$ cat src/rmf_defines.svh
// constants of the remote message formatter
`ifndef RMF_DEFINES_SVH
`define RMF_DEFINES_SVH
`define CLK_HZ        20000000
`define BAUD_RATE     38400
`define BAUD_DIV      ((`CLK_HZ + `BAUD_RATE / 2) / `BAUD_RATE)
`define NUM_CH        8
`define ADDR_MIN      5'h01
`define ADDR_MAX      5'h1e
`define ADDR_RST      5'h01
`define TERM_RST      2'h0
`define FMT_RST       2'h0
`define CH_LF         8'h0a
`define CH_CR         8'h0d
`define CH_SP         8'h20
`define CH_PLUS       8'h2b
`define CH_COMMA      8'h2c
`define CH_MINUS      8'h2d
`define CH_DOT        8'h2e
`define CH_ZERO       8'h30
`define CH_ONE        8'h31
`define CH_TWO        8'h32
`define CH_NINE       8'h39
`define CH_SEMI       8'h3b
`define CH_QM         8'h3f
`define CH_EXP        8'h45
`define HDR_REMOTE    32'h00524d54
`define HDR_DELIM     32'h00444c4d
`define HDR_TRIG      32'h004d5447
`define HDR_READ      32'h5244543f
`define HDR_FORMAT    32'h00464d54
`define POS_CH        5'h00
`define POS_VAL_FIRST 5'h01
`define POS_VAL_LAST  5'h0c
`define POS_STAT      5'h0e
`define POS_CMP       5'h10
`define POS_NEXT      5'h11
`endif

$ cat src/rmf_pkg.sv
// types shared by the remote message formatter blocks
`include "rmf_defines.svh"
package rmf_pkg;
	typedef enum logic [4:0] {
		S_IDLE  = 5'h01,
		S_WAIT  = 5'h02,
		S_EMIT  = 5'h04,
		S_TERM  = 5'h08,
		S_TERM2 = 5'h10
	} fsm_t;
	typedef enum logic [1:0] {RT_LF = 2'h0, RT_CRLF = 2'h1, RT_EOI = 2'h2} resp_term_t;
	typedef enum logic [1:0] {FMT_BASIC = 2'h0, FMT_VALUE = 2'h1, FMT_CMP = 2'h2} record_fmt_t;
	typedef struct packed {
		logic        neg;
		logic [19:0] mant;
		logic        exp_neg;
		logic [7:0]  expo;
		logic        over_range;
		logic        is_current;
		logic        contact_err;
		logic        above_hi;
		logic        below_lo;
	} chan_rec_t;
	typedef struct packed {
		logic        s1;
		logic        s2;
		logic        busy;
		logic        done;
		logic [3:0]  bitn;
		logic [15:0] cnt;
		logic [9:0]  sh;
	} ser_st_t;
	typedef struct packed {
		fsm_t                       fsm;
		logic                       remote_en;
		logic                       addr_loaded;
		logic [4:0]                 addr;
		resp_term_t                 term;
		record_fmt_t                fmt;
		logic [31:0]                hdr;
		logic [2:0]                 hdr_len;
		logic                       hdr_over;
		logic                       in_data;
		logic [7:0]                 arg;
		logic                       has_arg;
		logic                       reply_ser;
		logic [2:0]                 ch;
		logic [4:0]                 pos;
		logic [7:0]                 ob;
		logic                       ov;
		logic                       oe;
		logic                       msg_stb;
		logic [31:0]                msg_hdr;
		logic                       msg_q;
		logic [7:0]                 msg_arg;
		logic                       syn_err;
		logic                       trig;
		chan_rec_t [`NUM_CH-1:0]    snap;
	} fmtr_st_t;
endpackage

$ cat src/remote_message_formatter.sv
// remote message parser and measurement record formatter
`timescale 1ns/10ps
`include "rmf_defines.svh"
module remote_message_formatter import rmf_pkg::*; #(
	parameter int BAUD_DIV = `BAUD_DIV
) (
	input  wire logic                    sys_clk,
	input  wire logic                    rst,
	input  wire logic                    rxd,
	output logic                         txd,
	input  wire logic                    gpib_rx_valid,
	input  wire logic [7:0]              gpib_rx_data,
	input  wire logic                    gpib_rx_eoi,
	output logic                         gpib_tx_valid,
	output logic [7:0]                   gpib_tx_data,
	output logic                         gpib_tx_eoi,
	input  wire logic                    gpib_tx_ready,
	input  wire logic [4:0]              addr_setting,
	output logic [4:0]                   gpib_addr,
	output logic                         remote_en,
	input  wire logic                    cmp_enable,
	output logic                         meas_trigger,
	input  wire logic                    meas_ready,
	input  wire chan_rec_t [`NUM_CH-1:0] chan_data,
	output logic                         msg_strobe,
	output logic [31:0]                  msg_header,
	output logic                         msg_query,
	output logic [7:0]                   msg_arg,
	output logic                         syntax_err
);
	fmtr_st_t    st_ff, nxt_st;
	logic        ser_valid;
	logic [7:0]  ser_byte;
	logic        ser_ready;
	logic        in_valid;
	logic        in_ser;
	logic        in_eoi;
	logic [7:0]  in_byte;
	logic        is_sep;
	logic        term_now;
	logic        add_hdr;
	logic        add_arg;
	logic [31:0] hdr_fin;
	logic [2:0]  len_fin;
	logic        over_fin;
	logic [7:0]  arg_fin;
	logic        has_fin;
	logic        arg_ok;
	logic        is_query;
	logic        tx_ready;
	logic        load_ok;
	logic        last_ch;
	chan_rec_t   cur;
	logic [7:0]  exp_over;

	// -----------------------------------------------------------------
	// serial line
	// -----------------------------------------------------------------
	serial_rx_unit #(.DIV(BAUD_DIV)) u_rx (
		.sys_clk  (sys_clk),
		.rst      (rst),
		.rxd      (rxd),
		.rx_valid (ser_valid),
		.rx_byte  (ser_byte)
	);

	serial_tx_unit #(.DIV(BAUD_DIV)) u_tx (
		.sys_clk  (sys_clk),
		.rst      (rst),
		.tx_valid (st_ff.ov && st_ff.reply_ser),
		.tx_byte  (st_ff.ob),
		.tx_ready (ser_ready),
		.txd      (txd)
	);

	// -----------------------------------------------------------------
	// record character helpers
	// -----------------------------------------------------------------
	function automatic logic [7:0] digit(input logic [3:0] d, input chan_rec_t c);
		if (c.over_range)
			return c.is_current ? `CH_ZERO : `CH_NINE;
		return `CH_ZERO + {4'h0, d};
	endfunction

	function automatic logic [7:0] sign_ch(input logic neg);
		return neg ? `CH_MINUS : `CH_PLUS;
	endfunction

	function automatic logic pos_on(input logic [4:0] p, input record_fmt_t f, input logic ce);
		if (p >= `POS_VAL_FIRST && p <= `POS_VAL_LAST)
			return f != FMT_CMP;
		if (p > `POS_VAL_LAST && p <= `POS_STAT)
			return f == FMT_BASIC;
		if (p > `POS_STAT && p <= `POS_CMP)
			return ce && f != FMT_VALUE;
		return 1'b1;
	endfunction

	function automatic logic [4:0] last_pos(input record_fmt_t f, input logic ce);
		if (ce && f != FMT_VALUE)
			return `POS_CMP;
		if (f == FMT_BASIC)
			return `POS_STAT;
		if (f == FMT_VALUE)
			return `POS_VAL_LAST;
		return `POS_CH;
	endfunction

	// field order: channel, value, status, comparison
	function automatic logic [7:0] char_at(input logic [4:0] p, input logic [2:0] ch,
			input chan_rec_t c);
		case (p)
			`POS_CH: char_at = `CH_ONE + {5'h00, ch};
			5'h02:   char_at = sign_ch(c.neg);
			5'h03:   char_at = digit(c.mant[19:16], c);
			5'h04:   char_at = `CH_DOT;
			5'h05:   char_at = digit(c.mant[15:12], c);
			5'h06:   char_at = digit(c.mant[11:8], c);
			5'h07:   char_at = digit(c.mant[7:4], c);
			5'h08:   char_at = digit(c.mant[3:0], c);
			5'h09:   char_at = `CH_EXP;
			5'h0a:   char_at = sign_ch(c.exp_neg);
			5'h0b:   char_at = digit(c.expo[7:4], c);
			`POS_VAL_LAST: char_at = digit(c.expo[3:0], c);
			`POS_STAT: char_at = `CH_ZERO + {5'h00, c.over_range, c.contact_err, 1'b0};
			`POS_CMP: char_at = c.above_hi ? `CH_ZERO : (c.below_lo ? `CH_TWO : `CH_ONE);
			default: char_at = `CH_COMMA;
		endcase
	endfunction

	// -----------------------------------------------------------------
	// input byte steering and message assembly
	// -----------------------------------------------------------------
	assign in_valid = gpib_rx_valid || ser_valid;
	assign in_ser = !gpib_rx_valid;
	assign in_byte = gpib_rx_valid ? gpib_rx_data : ser_byte;
	assign in_eoi = gpib_rx_valid && gpib_rx_eoi;
	assign is_sep = in_byte == `CH_CR || in_byte == `CH_LF || in_byte == `CH_SEMI;
	assign term_now = in_valid && (is_sep || in_eoi);
	assign add_hdr = in_valid && !is_sep && !st_ff.in_data && in_byte != `CH_SP;
	assign hdr_fin = (add_hdr && st_ff.hdr_len != 3'h4) ? {st_ff.hdr[23:0], in_byte} : st_ff.hdr;
	assign len_fin = (add_hdr && st_ff.hdr_len != 3'h4) ? st_ff.hdr_len + 3'h1 : st_ff.hdr_len;
	assign over_fin = st_ff.hdr_over || (add_hdr && st_ff.hdr_len == 3'h4);
	assign add_arg = in_valid && !is_sep && st_ff.in_data && !st_ff.has_arg;
	assign arg_fin = add_arg ? in_byte : st_ff.arg;
	assign has_fin = st_ff.has_arg || add_arg;
	assign arg_ok = has_fin && arg_fin >= `CH_ZERO && arg_fin <= `CH_TWO;
	assign is_query = hdr_fin[7:0] == `CH_QM;
	assign tx_ready = st_ff.reply_ser ? ser_ready : gpib_tx_ready;
	assign load_ok = !st_ff.ov || tx_ready;
	assign last_ch = st_ff.ch == 3'(`NUM_CH - 1);
	assign cur = st_ff.snap[st_ff.ch];
	assign exp_over = cur.is_current ? `CH_ZERO : `CH_NINE;

	// -----------------------------------------------------------------
	// next state
	// -----------------------------------------------------------------
	always_comb begin
		nxt_st = st_ff;
		nxt_st.msg_stb = 1'b0;
		nxt_st.syn_err = 1'b0;
		nxt_st.trig = 1'b0;
		if (!st_ff.addr_loaded) begin
			// address read once after each reset only
			nxt_st.addr_loaded = 1'b1;
			if (addr_setting >= `ADDR_MIN && addr_setting <= `ADDR_MAX)
				nxt_st.addr = addr_setting;
		end
		if (st_ff.ov && tx_ready)
			nxt_st.ov = 1'b0;
		if (in_valid) begin
			nxt_st.hdr = hdr_fin;
			nxt_st.hdr_len = len_fin;
			nxt_st.hdr_over = over_fin;
			nxt_st.arg = arg_fin;
			nxt_st.has_arg = has_fin;
			if (!is_sep && !st_ff.in_data && in_byte == `CH_SP)
				nxt_st.in_data = 1'b1;
		end
		if (term_now) begin
			nxt_st.hdr = 32'h00000000;
			nxt_st.hdr_len = 3'h0;
			nxt_st.hdr_over = 1'b0;
			nxt_st.in_data = 1'b0;
			nxt_st.has_arg = 1'b0;
			nxt_st.arg = 8'h00;
			if (len_fin == 3'h0 && !over_fin) begin
				// empty message, e.g. lf after cr
			end else if (in_ser && !st_ff.remote_en) begin
				if (hdr_fin == `HDR_REMOTE)
					nxt_st.remote_en = 1'b1;
			end else if (over_fin) begin
				nxt_st.syn_err = 1'b1;
			end else if (hdr_fin == `HDR_REMOTE) begin
				nxt_st.remote_en = in_ser || st_ff.remote_en;
			end else if (hdr_fin == `HDR_DELIM || hdr_fin == `HDR_FORMAT) begin
				if (!arg_ok)
					nxt_st.syn_err = 1'b1;
				else if (hdr_fin == `HDR_DELIM)
					nxt_st.term = resp_term_t'(arg_fin[1:0]);
				else
					nxt_st.fmt = record_fmt_t'(arg_fin[1:0]);
			end else if (hdr_fin == `HDR_TRIG || hdr_fin == `HDR_READ) begin
				if (st_ff.fsm != S_IDLE || has_fin) begin
					nxt_st.syn_err = 1'b1;
				end else begin
					nxt_st.reply_ser = in_ser;
					nxt_st.ch = 3'h0;
					nxt_st.pos = `POS_CH;
					if (hdr_fin == `HDR_TRIG) begin
						nxt_st.fsm = S_WAIT;
						nxt_st.trig = 1'b1;
					end else begin
						nxt_st.fsm = S_EMIT;
						nxt_st.snap = chan_data;
					end
				end
			end else begin
				nxt_st.msg_stb = 1'b1;
				nxt_st.msg_hdr = hdr_fin;
				nxt_st.msg_q = is_query;
				nxt_st.msg_arg = has_fin ? arg_fin : 8'h00;
			end
		end
		case (st_ff.fsm)
			S_IDLE: begin
			end
			S_WAIT: begin
				if (meas_ready) begin
					nxt_st.fsm = S_EMIT;
					nxt_st.snap = chan_data;
				end
			end
			S_EMIT: begin
				if (load_ok) begin
					if (st_ff.pos == `POS_NEXT) begin
						if (last_ch) begin
							nxt_st.fsm = S_TERM;
						end else begin
							nxt_st.ob = `CH_COMMA;
							nxt_st.ov = 1'b1;
							nxt_st.oe = 1'b0;
							nxt_st.ch = st_ff.ch + 3'h1;
							nxt_st.pos = `POS_CH;
						end
					end else begin
						if (pos_on(st_ff.pos, st_ff.fmt, cmp_enable)) begin
							nxt_st.ob = char_at(st_ff.pos, st_ff.ch, cur);
							nxt_st.ov = 1'b1;
							nxt_st.oe = st_ff.term == RT_EOI && last_ch &&
								st_ff.pos == last_pos(st_ff.fmt, cmp_enable);
						end
						nxt_st.pos = st_ff.pos + 5'h01;
					end
				end
			end
			S_TERM: begin
				if (load_ok) begin
					nxt_st.fsm = S_IDLE;
					if (st_ff.term == RT_CRLF) begin
						nxt_st.ob = `CH_CR;
						nxt_st.ov = 1'b1;
						nxt_st.oe = 1'b0;
						nxt_st.fsm = S_TERM2;
					end else if (st_ff.term == RT_LF) begin
						nxt_st.ob = `CH_LF;
						nxt_st.ov = 1'b1;
						nxt_st.oe = 1'b1;
					end
				end
			end
			S_TERM2: begin
				if (load_ok) begin
					nxt_st.ob = `CH_LF;
					nxt_st.ov = 1'b1;
					nxt_st.oe = 1'b1;
					nxt_st.fsm = S_IDLE;
				end
			end
			default: begin
				nxt_st.fsm = S_IDLE;
			end
		endcase
	end

	always_ff @(posedge sys_clk or posedge rst) begin
		if (rst) begin
			st_ff <= '0;
			st_ff.fsm <= S_IDLE;
			st_ff.addr <= `ADDR_RST;
			st_ff.term <= resp_term_t'(`TERM_RST);
			st_ff.fmt <= record_fmt_t'(`FMT_RST);
		end else begin
			st_ff <= nxt_st;
		end
	end

	// -----------------------------------------------------------------
	// outputs
	// -----------------------------------------------------------------
	assign gpib_tx_valid = st_ff.ov && !st_ff.reply_ser;
	assign gpib_tx_data = st_ff.ob;
	assign gpib_tx_eoi = st_ff.oe;
	assign gpib_addr = st_ff.addr;
	assign remote_en = st_ff.remote_en;
	assign meas_trigger = st_ff.trig;
	assign msg_strobe = st_ff.msg_stb;
	assign msg_header = st_ff.msg_hdr;
	assign msg_query = st_ff.msg_q;
	assign msg_arg = st_ff.msg_arg;
	assign syntax_err = st_ff.syn_err;
endmodule

$ cat src/serial_rx_unit.sv
// serial byte receiver, 8 data bits, no parity, one stop bit
`timescale 1ns/10ps
`include "rmf_defines.svh"
module serial_rx_unit import rmf_pkg::*; #(
	parameter int DIV = `BAUD_DIV
) (
	input  wire logic       sys_clk,
	input  wire logic       rst,
	input  wire logic       rxd,
	output logic            rx_valid,
	output logic [7:0]      rx_byte
);
	ser_st_t st_ff, nxt_st;

	always_comb begin
		nxt_st = st_ff;
		nxt_st.s1 = rxd;
		nxt_st.s2 = st_ff.s1;
		nxt_st.done = 1'b0;
		if (!st_ff.busy) begin
			if (!st_ff.s2) begin
				nxt_st.busy = 1'b1;
				nxt_st.cnt = 16'(DIV / 2);
				nxt_st.bitn = 4'h0;
			end
		end else if (st_ff.cnt != 16'h0000) begin
			nxt_st.cnt = st_ff.cnt - 16'h0001;
		end else begin
			// sample mid-bit, lsb first, stop bit must be high
			nxt_st.cnt = 16'(DIV - 1);
			nxt_st.sh = {st_ff.s2, st_ff.sh[9:1]};
			nxt_st.bitn = st_ff.bitn + 4'h1;
			if (st_ff.bitn == 4'h0 && st_ff.s2)
				nxt_st.busy = 1'b0;
			if (st_ff.bitn == 4'h9) begin
				nxt_st.busy = 1'b0;
				nxt_st.done = st_ff.s2;
			end
		end
	end

	always_ff @(posedge sys_clk or posedge rst) begin
		if (rst) begin
			st_ff <= '0;
			st_ff.s1 <= 1'b1;
			st_ff.s2 <= 1'b1;
		end else begin
			st_ff <= nxt_st;
		end
	end

	assign rx_valid = st_ff.done;
	assign rx_byte = st_ff.sh[8:1];
endmodule

$ cat src/serial_tx_unit.sv
// serial byte transmitter, 8 data bits, no parity, one stop bit
`timescale 1ns/10ps
`include "rmf_defines.svh"
module serial_tx_unit import rmf_pkg::*; #(
	parameter int DIV = `BAUD_DIV
) (
	input  wire logic       sys_clk,
	input  wire logic       rst,
	input  wire logic       tx_valid,
	input  wire logic [7:0] tx_byte,
	output logic            tx_ready,
	output logic            txd
);
	ser_st_t st_ff, nxt_st;

	always_comb begin
		nxt_st = st_ff;
		if (!st_ff.busy) begin
			if (tx_valid) begin
				nxt_st.busy = 1'b1;
				nxt_st.sh = {1'b1, tx_byte, 1'b0};
				nxt_st.cnt = 16'(DIV - 1);
				nxt_st.bitn = 4'h0;
			end
		end else if (st_ff.cnt != 16'h0000) begin
			nxt_st.cnt = st_ff.cnt - 16'h0001;
		end else begin
			nxt_st.cnt = 16'(DIV - 1);
			nxt_st.sh = {1'b1, st_ff.sh[9:1]};
			nxt_st.bitn = st_ff.bitn + 4'h1;
			if (st_ff.bitn == 4'h9)
				nxt_st.busy = 1'b0;
		end
		nxt_st.s1 = nxt_st.busy ? nxt_st.sh[0] : 1'b1;
	end

	always_ff @(posedge sys_clk or posedge rst) begin
		if (rst) begin
			st_ff <= '0;
			st_ff.s1 <= 1'b1;
		end else begin
			st_ff <= nxt_st;
		end
	end

	assign tx_ready = !st_ff.busy;
	assign txd = st_ff.s1;
endmodule

$ cat config.mk
export PLATFORM = sky130hd
export DESIGN_NAME = remote_message_formatter
export DESIGN_NICKNAME = d
export VERILOG_FILES = /design/src/rmf_pkg.sv /design/src/remote_message_formatter.sv /design/src/serial_rx_unit.sv /design/src/serial_tx_unit.sv
export VERILOG_INCLUDE_DIRS = /design/src
export SDC_FILE = /design/constraint.sdc
export NUM_CORES = 1
export LEC_CHECK = 0
export BUFFER_PORTS_ARGS = -buffer_cell sky130_fd_sc_hd__buf_2
export CORE_UTILIZATION = 53
export DETAILED_ROUTE_END_ITERATION = 7
export PLACE_DENSITY = 0.75
export SLEW_MARGIN = 25
export SYNTH_ARGS = -nofsm -noshare
export SYNTH_HDL_FRONTEND = slang
export SYNTH_SLANG_ARGS = --single-unit
$ cat constraint.sdc
create_clock -name sys_clk -period 25.7 [get_ports sys_clk]
set_input_delay 2.57 -clock sys_clk [delete_from_list [all_inputs] [get_ports sys_clk]]
set_output_delay 2.57 -clock sys_clk [all_outputs]
set_load 0.03 [all_outputs]
==> results.yml, run 1 <==
status:
  outcome: "finished clean"
drt:
  drcViolationCount: 0
  vias_per_cell: 5.834
  antenna_left: 0
  highest_layer: "met5"
  wl_met1_microns: 25620
  first_iter_violations: 1306
  wl_met2_microns: 29440
  wl_microns: 61480
  routedWlPerCell_microns: 21.62
  wl_met3_microns: 4141
  vias: 16590
  drt_pass1_iterations: 6
worst_setup_path:
  critPathLaunchType: "primary input"
  slowest_delay_ns: 0.85
  end_kind: "flop"
  crit_family: "buffers and inverters"
  critical_path_required_ns: 26.19
  path_max_fanout: 150
  worst-path-buf-inv: 3
  cp.arrival_ns: 7.61
  path_cells: "buf_2 -> mux2i_4 -> and4_1 -> o211ai_2 -> nand2b_2 -> mux2_2 -> o31ai_4 -> buf_12 -> buf_12 -> mux2_2"
  worst_path_max_delay_cell: "buf_12"
  critPathKind: "in -> reg"
sta:
  rsz0062_at_grt: "no"
  skew_ns: 0.02080
  hold_violations: 0
  holdWs_ns: 0.3592
  finalSetupTns_ns: 0
  worst_slew_pin_slew_ns: 1.102
  period_needed_ns: 7.127
  setup_viol: 0
  timing.fmax_mhz: 140.3
  period_share_pct: 27.73
  slew_viol_final: 0
  max-slew-margin-rel_pct: 26.55
power:
  peakVddDrop_mv: 0.05261
  p_seq_share_pct: 47.1
  p_clk_share_pct: 46.0
  power_density_nw_per_um2: 58.23
  power_w: 0.001613
  combPwrFrac_pct: 6.9
  intPower_w: 0.001230
  p_leak_nw: 13.20
  power.share.switching_pct: 23.70
  switchingPower_w: 0.0003823
clock_network:
  cts_buffer_depth: 3
  cts-root-buf: "clkbuf_16"
  cts-hold-fix-buffers: 0
  clk_transition_reported_paths_ns: 0.06
  clkSinkCount: 469
  clock_latency_ns: 0.60
  numCtsBuffers: 50
  ctsResizeCount: 0
  cts_max_level: 2
  cts_tree: "built"
  postCtsSetupBuffers: 0
cells_and_area:
  regArea_sq_um: 11750
  nFillCells: 3584
  multi_input_area_sq_um: 11300
  final_nets: 2494
  finalInstanceArea_sq_um: 27700
  drive_above_1_share_pct: 40.89
  final_util_pct: 60.90
  area_growth_pct: 13.12
place:
  gp_congestion: 0.8829
  place_area_sq_um: 25910
  io_buffer_count: 360
  place_hpwl_microns: 42400
global_route:
  grt_max_degree: 179
  grt_pass1_vias: 16960
  antenna_found_initial: 35
  overflow: 0
  grt_pass1_wl_microns: 96510
  grt_usage_pct: 26.29
min_path:
  holdCritPathClass: "reg -> reg"
run:
  cap_violations: 0
die:
  die-area_sq_um: 47060
  io_pins: 362
  initial_core_util_pct: 53.83
  core_sq_um: 45480
  fp.dieH_microns: 216.9
  rows: 78
  die_x_microns: 216.9
synthesis:
  synthFlopType: "dfrtp_1"
  ys_seq_area_share_pct: 47.96
  synthArstFlopShare_pct: 100.0
  yosys_warnings: 0
  synth_area_per_cell_sq_um: 12.84
  synth_edf_count: 0
  ys_types: 100
  synth_seq_cells: 469
  synthesis.nets: 2222
  netlist_area_sq_um: 24480
  postSynthCellCount: 1906
## synthesized netlist by cell type, types with 24 or more instances
cell        n  area share (%)
a21oi_1    32            0.65
a22o_1     33             1.2
buf_12     24             2.0
buf_4      60             1.8
clkbuf_1   41            0.63
dfrtp_1   464              47
inv_1      36            0.55
mux2_2     99             4.6
mux2_4    244              15
mux2i_1    52             2.1
mux4_2     61             5.6
nand2_1   201             3.1
nand3_1    35            0.72
nor2_1     72             1.1
nor3_1     30            0.61
o21ai_0   102             2.1
## power by group through the flow
stage	registers, W	clock network (W)	logic (W)
after floorplan	0.000770	0	0.0000820
after global placement	0.000772	0	0.000110
after detailed placement	0.000773	0	0.000112
after CTS	0.000760	0.000754	0.000113
after global routing	0.000761	0.000786	0.000122
final	0.000760	0.000741	0.000112
## through the flow
step	setup slack [ns]	cells
final	18.57	2843
after global routing	18.40	2838
after CTS	18.74	2817
after detailed placement	18.11	2725
after global placement	18.17	2725
after floorplan	10.06	1906
## per-layer routing
layer | up-vias | track usage, %
met3 | 146 | 6.695
met5 | - | 0
met2 | 577 | 42.30
li1 | 7504 | -
met4 | 24 | 10.09
met1 | 8335 | 34.27
## kinds of logic (layout without fill, tap and decap cells)
family	after synthesis	count (layout)	synth area share, %
simple gates	479	479	9.802
flops	469	469	47.96
mux	459	459	27.50
compound gates	282	282	7.789
buf+inv	194	506	5.939
fa+ha+maj	15	15	0.7666
xor+xnor	6	6	0.2147
other cells	2	27	0.03068
## final timing paths
kind,end,slack (ns),depth (start not counted),from
setup reg to reg,st_ff[13],20.66,9,u_rx.rx_byte[0]
setup / recovery,st_ff[13],18.57,10,gpib_rx_valid
hold reg to reg,u_rx.st_ff[32],0.36,0,u_rx.nxt_st[32]
max in group asynchronous,st_ff[15],21.81,4,rst
min in group asynchronous,u_tx.st_ff[12],1.97,2,rst
hold / removal,u_rx.st_ff[32],0.36,0,u_rx.nxt_st[32]
## cells in the final DEF, fill, tap and decap left out, drive strengths merged, types with 19 or more instances in the layout
cell / n
o21ai: 103
clkbuf: 77
mux2: 343
inv: 37
nand4: 19
buf: 377
mux2i: 55
nor2: 73
a22o: 34
nor3: 31
nand3: 35
nand2: 201
dfrtp: 464
a21oi: 33
mux4: 61
nand2b: 19
diode: 25
## sequential cells by signal, summed over array words and instances (netlist names), 5 cells and up
signal and count:
st_ff 346, u_rx.rx_byte 8, u_tx.st_ff 31, u_rx.st_ff 23, gpib_addr 5, gpib_tx_data 7
msg_header 32, msg_arg 8
## final cells by class
| type | instances | area share (%) |
|---|---|---|
| Multi-Input combinational cell | 1243 | 40.80 |
| Timing Repair Buffer | 377 | 7.201 |
| Antenna cell | 25 | 0.2259 |
| Inverter | 37 | 0.5286 |
| Tap cell | 600 | 2.711 |
| Clock inverter | 15 | 0.6415 |
| Sequential cell | 469 | 42.43 |
| Clock buffer | 77 | 5.466 |
Note: power is estimated with default switching activity, not from simulation.
==> inputs of run 2 (changes only) <==
- clock period: 25.7 -> 6.7 ns (I/O delays scaled with it)
==> results.yml, run 2 (synthesis results as in run 1) <==
status:
  outcome: "finished clean"
die:
  fp.dieH_microns: 216.9
  io_pins: 362
  rows: 78
  die-area_sq_um: 47060
  core_sq_um: 45480
  die_x_microns: 216.9
  initial_core_util_pct: 53.83
power:
  intPower_w: 0.004884
  p_clk_share_pct: 47.2
  power_density_nw_per_um2: 226.9
  peakVddDrop_mv: 0.2317
  combPwrFrac_pct: 6.7
  p_leak_nw: 13.28
  switchingPower_w: 0.001438
  p_seq_share_pct: 46.1
  power.share.switching_pct: 22.75
sta:
  holdWs_ns: 0.08317
  period_needed_ns: 4.640
  skew_ns: 0.01982
  max-slew-margin-rel_pct: 34.57
  worst_slew_pin_slew_ns: 0.9814
  timing.fmax_mhz: 215.5
  hold_violations: 0
  slew_viol_final: 0
  setup_viol: 0
  period_share_pct: 69.26
  rsz0062_at_grt: "no"
global_route:
  grt_pass1_wl_microns: 97920
  grt_usage_pct: 26.61
  grt_pass1_vias: 17230
  antenna_found_initial: 39
  grt_max_degree: 172
  overflow: 0
clock_network:
  clk_transition_reported_paths_ns: 0.06
  clkSinkCount: 469
  ctsResizeCount: 0
  cts-root-buf: "clkbuf_16"
  postCtsSetupBuffers: 0
  cts-hold-fix-buffers: 0
  cts_buffer_depth: 3
  numCtsBuffers: 49
  cts_max_level: 2
  cts_tree: "built"
  clock_latency_ns: 0.59
cells_and_area:
  regMostFlops: "st_ff"
  finalInstanceArea_sq_um: 27870
  final_common_cell: "dfrtp_1"
  largest_reg_flops: 346
  final_util_pct: 61.28
  final_nets: 2500
  area_growth_pct: 13.83
  nFillCells: 3570
  mostFrequentLayoutCells: "dfrtp_1, buf_2, mux2_4"
  drive_above_1_share_pct: 41.34
drt:
  wl_microns: 62110
  routedWlPerCell_microns: 21.76
  first_iter_violations: 1192
  drcViolationCount: 0
  antenna_left: 0
  drt_pass1_iterations: 7
  vias_per_cell: 5.815
  vias: 16600
min_path:
  holdCritPathClass: "in -> async"
worst_setup_path:
  end_kind: "flop"
  critPathKind: "in -> reg"
  cp.arrival_ns: 5.10
  critPathLaunchType: "primary input"
  path_max_fanout: 83
  critical_path_required_ns: 7.16
place:
  place_hpwl_microns: 44000
  place_area_sq_um: 25990
  io_buffer_count: 360
  gp_congestion: 0.8917
run:
  cap_violations: 0
==> run 2: cell types whose count changed in the layout (fill, tap and decap cells not counted), sizes merged <==
| cell | previous run | this run |
|---|---|---|
| buf | 377 | 384 |
| diode | 25 | 31 |
| bufinv | 3 | 7 |
| clkbuf | 77 | 73 |
| clkinv | 10 | 6 |
| clkinvlp | 2 | 3 |
| inv | 37 | 38 |
==> run 2: per-layer routing <==
metal  vias up  track usage (%)  part of all wire [%]
met2       582            42.15                    48
met5         -                0                  0.19
met4        20            12.11                   3.9
li1       7533                -                     -
met3       146            6.429                   7.2
met1      8316            34.72                    41
==> run 2: critical path: stages <==
cell	delay (ns)
buf_2	0.49
mux2i_4	0.48
and4_1	0.30
o211ai_2	0.17
nand2b_2	0.68
mux2_2	0.46
o31ai_4	0.83
buf_12	0.53
mux2_2	0.41
==> run 2: path summary, 6_finish.rpt <==
path	end	cells past startpoint	slack [ns]	startpoint
max in group asynchronous	st_ff[128]	4	4.72	rst
min	st_ff[35]	2	0.08	rst
max	st_ff[66]	9	2.06	gpib_rx_valid
min in group sys_clk	u_rx.nxt_st[32]	1	0.20	rxd
max reg2reg	st_ff[66]	8	2.31	u_rx.rx_byte[0]
min reg2reg	u_rx.st_ff[32]	0	0.36	u_rx.nxt_st[32]
==> run 2: metrics by stage <==
step	power [W]	worst slack (ns)	setup TNS, ns	instances
2_1_floorplan	0.003270	-0.3168	-146.99	1906
3_3_place_gp	0.003384	1.537	0	2733
3_5_place_dp	0.003395	1.467	0	2733
4_1_cts	0.006390	2.060	0	2823
5_1_grt	0.006540	1.837	0	2851
6_report	0.006322	2.060	0	2854
==> run 2: power by group through the flow <==
stage	clock, W	sequential (W)	combinational (W)
CTS	0.00304	0.00291	0.000432
global route	0.00316	0.00292	0.000465
finish	0.00298	0.00291	0.000426
global placement	0	0.00296	0.000422
detailed placement	0	0.00296	0.000431
floorplan	0	0.00295	0.000315
==> run 2: cell type report <==
| type | instances | area, sq um | share of cell area [%] |
|---|---|---|---|
| multi-input combinational | 1243 | 11310 | 40.57 |
| timing repair buffer | 384 | 2044 | 7.336 |
| sequential | 469 | 11750 | 42.16 |
| tap | 600 | 750.7 | 2.694 |
| clock buffer | 73 | 1519 | 5.451 |
| antenna | 31 | 77.57 | 0.2784 |
| inverter | 37 | 142.6 | 0.5118 |
| clock inverter | 17 | 276.5 | 0.9922 |
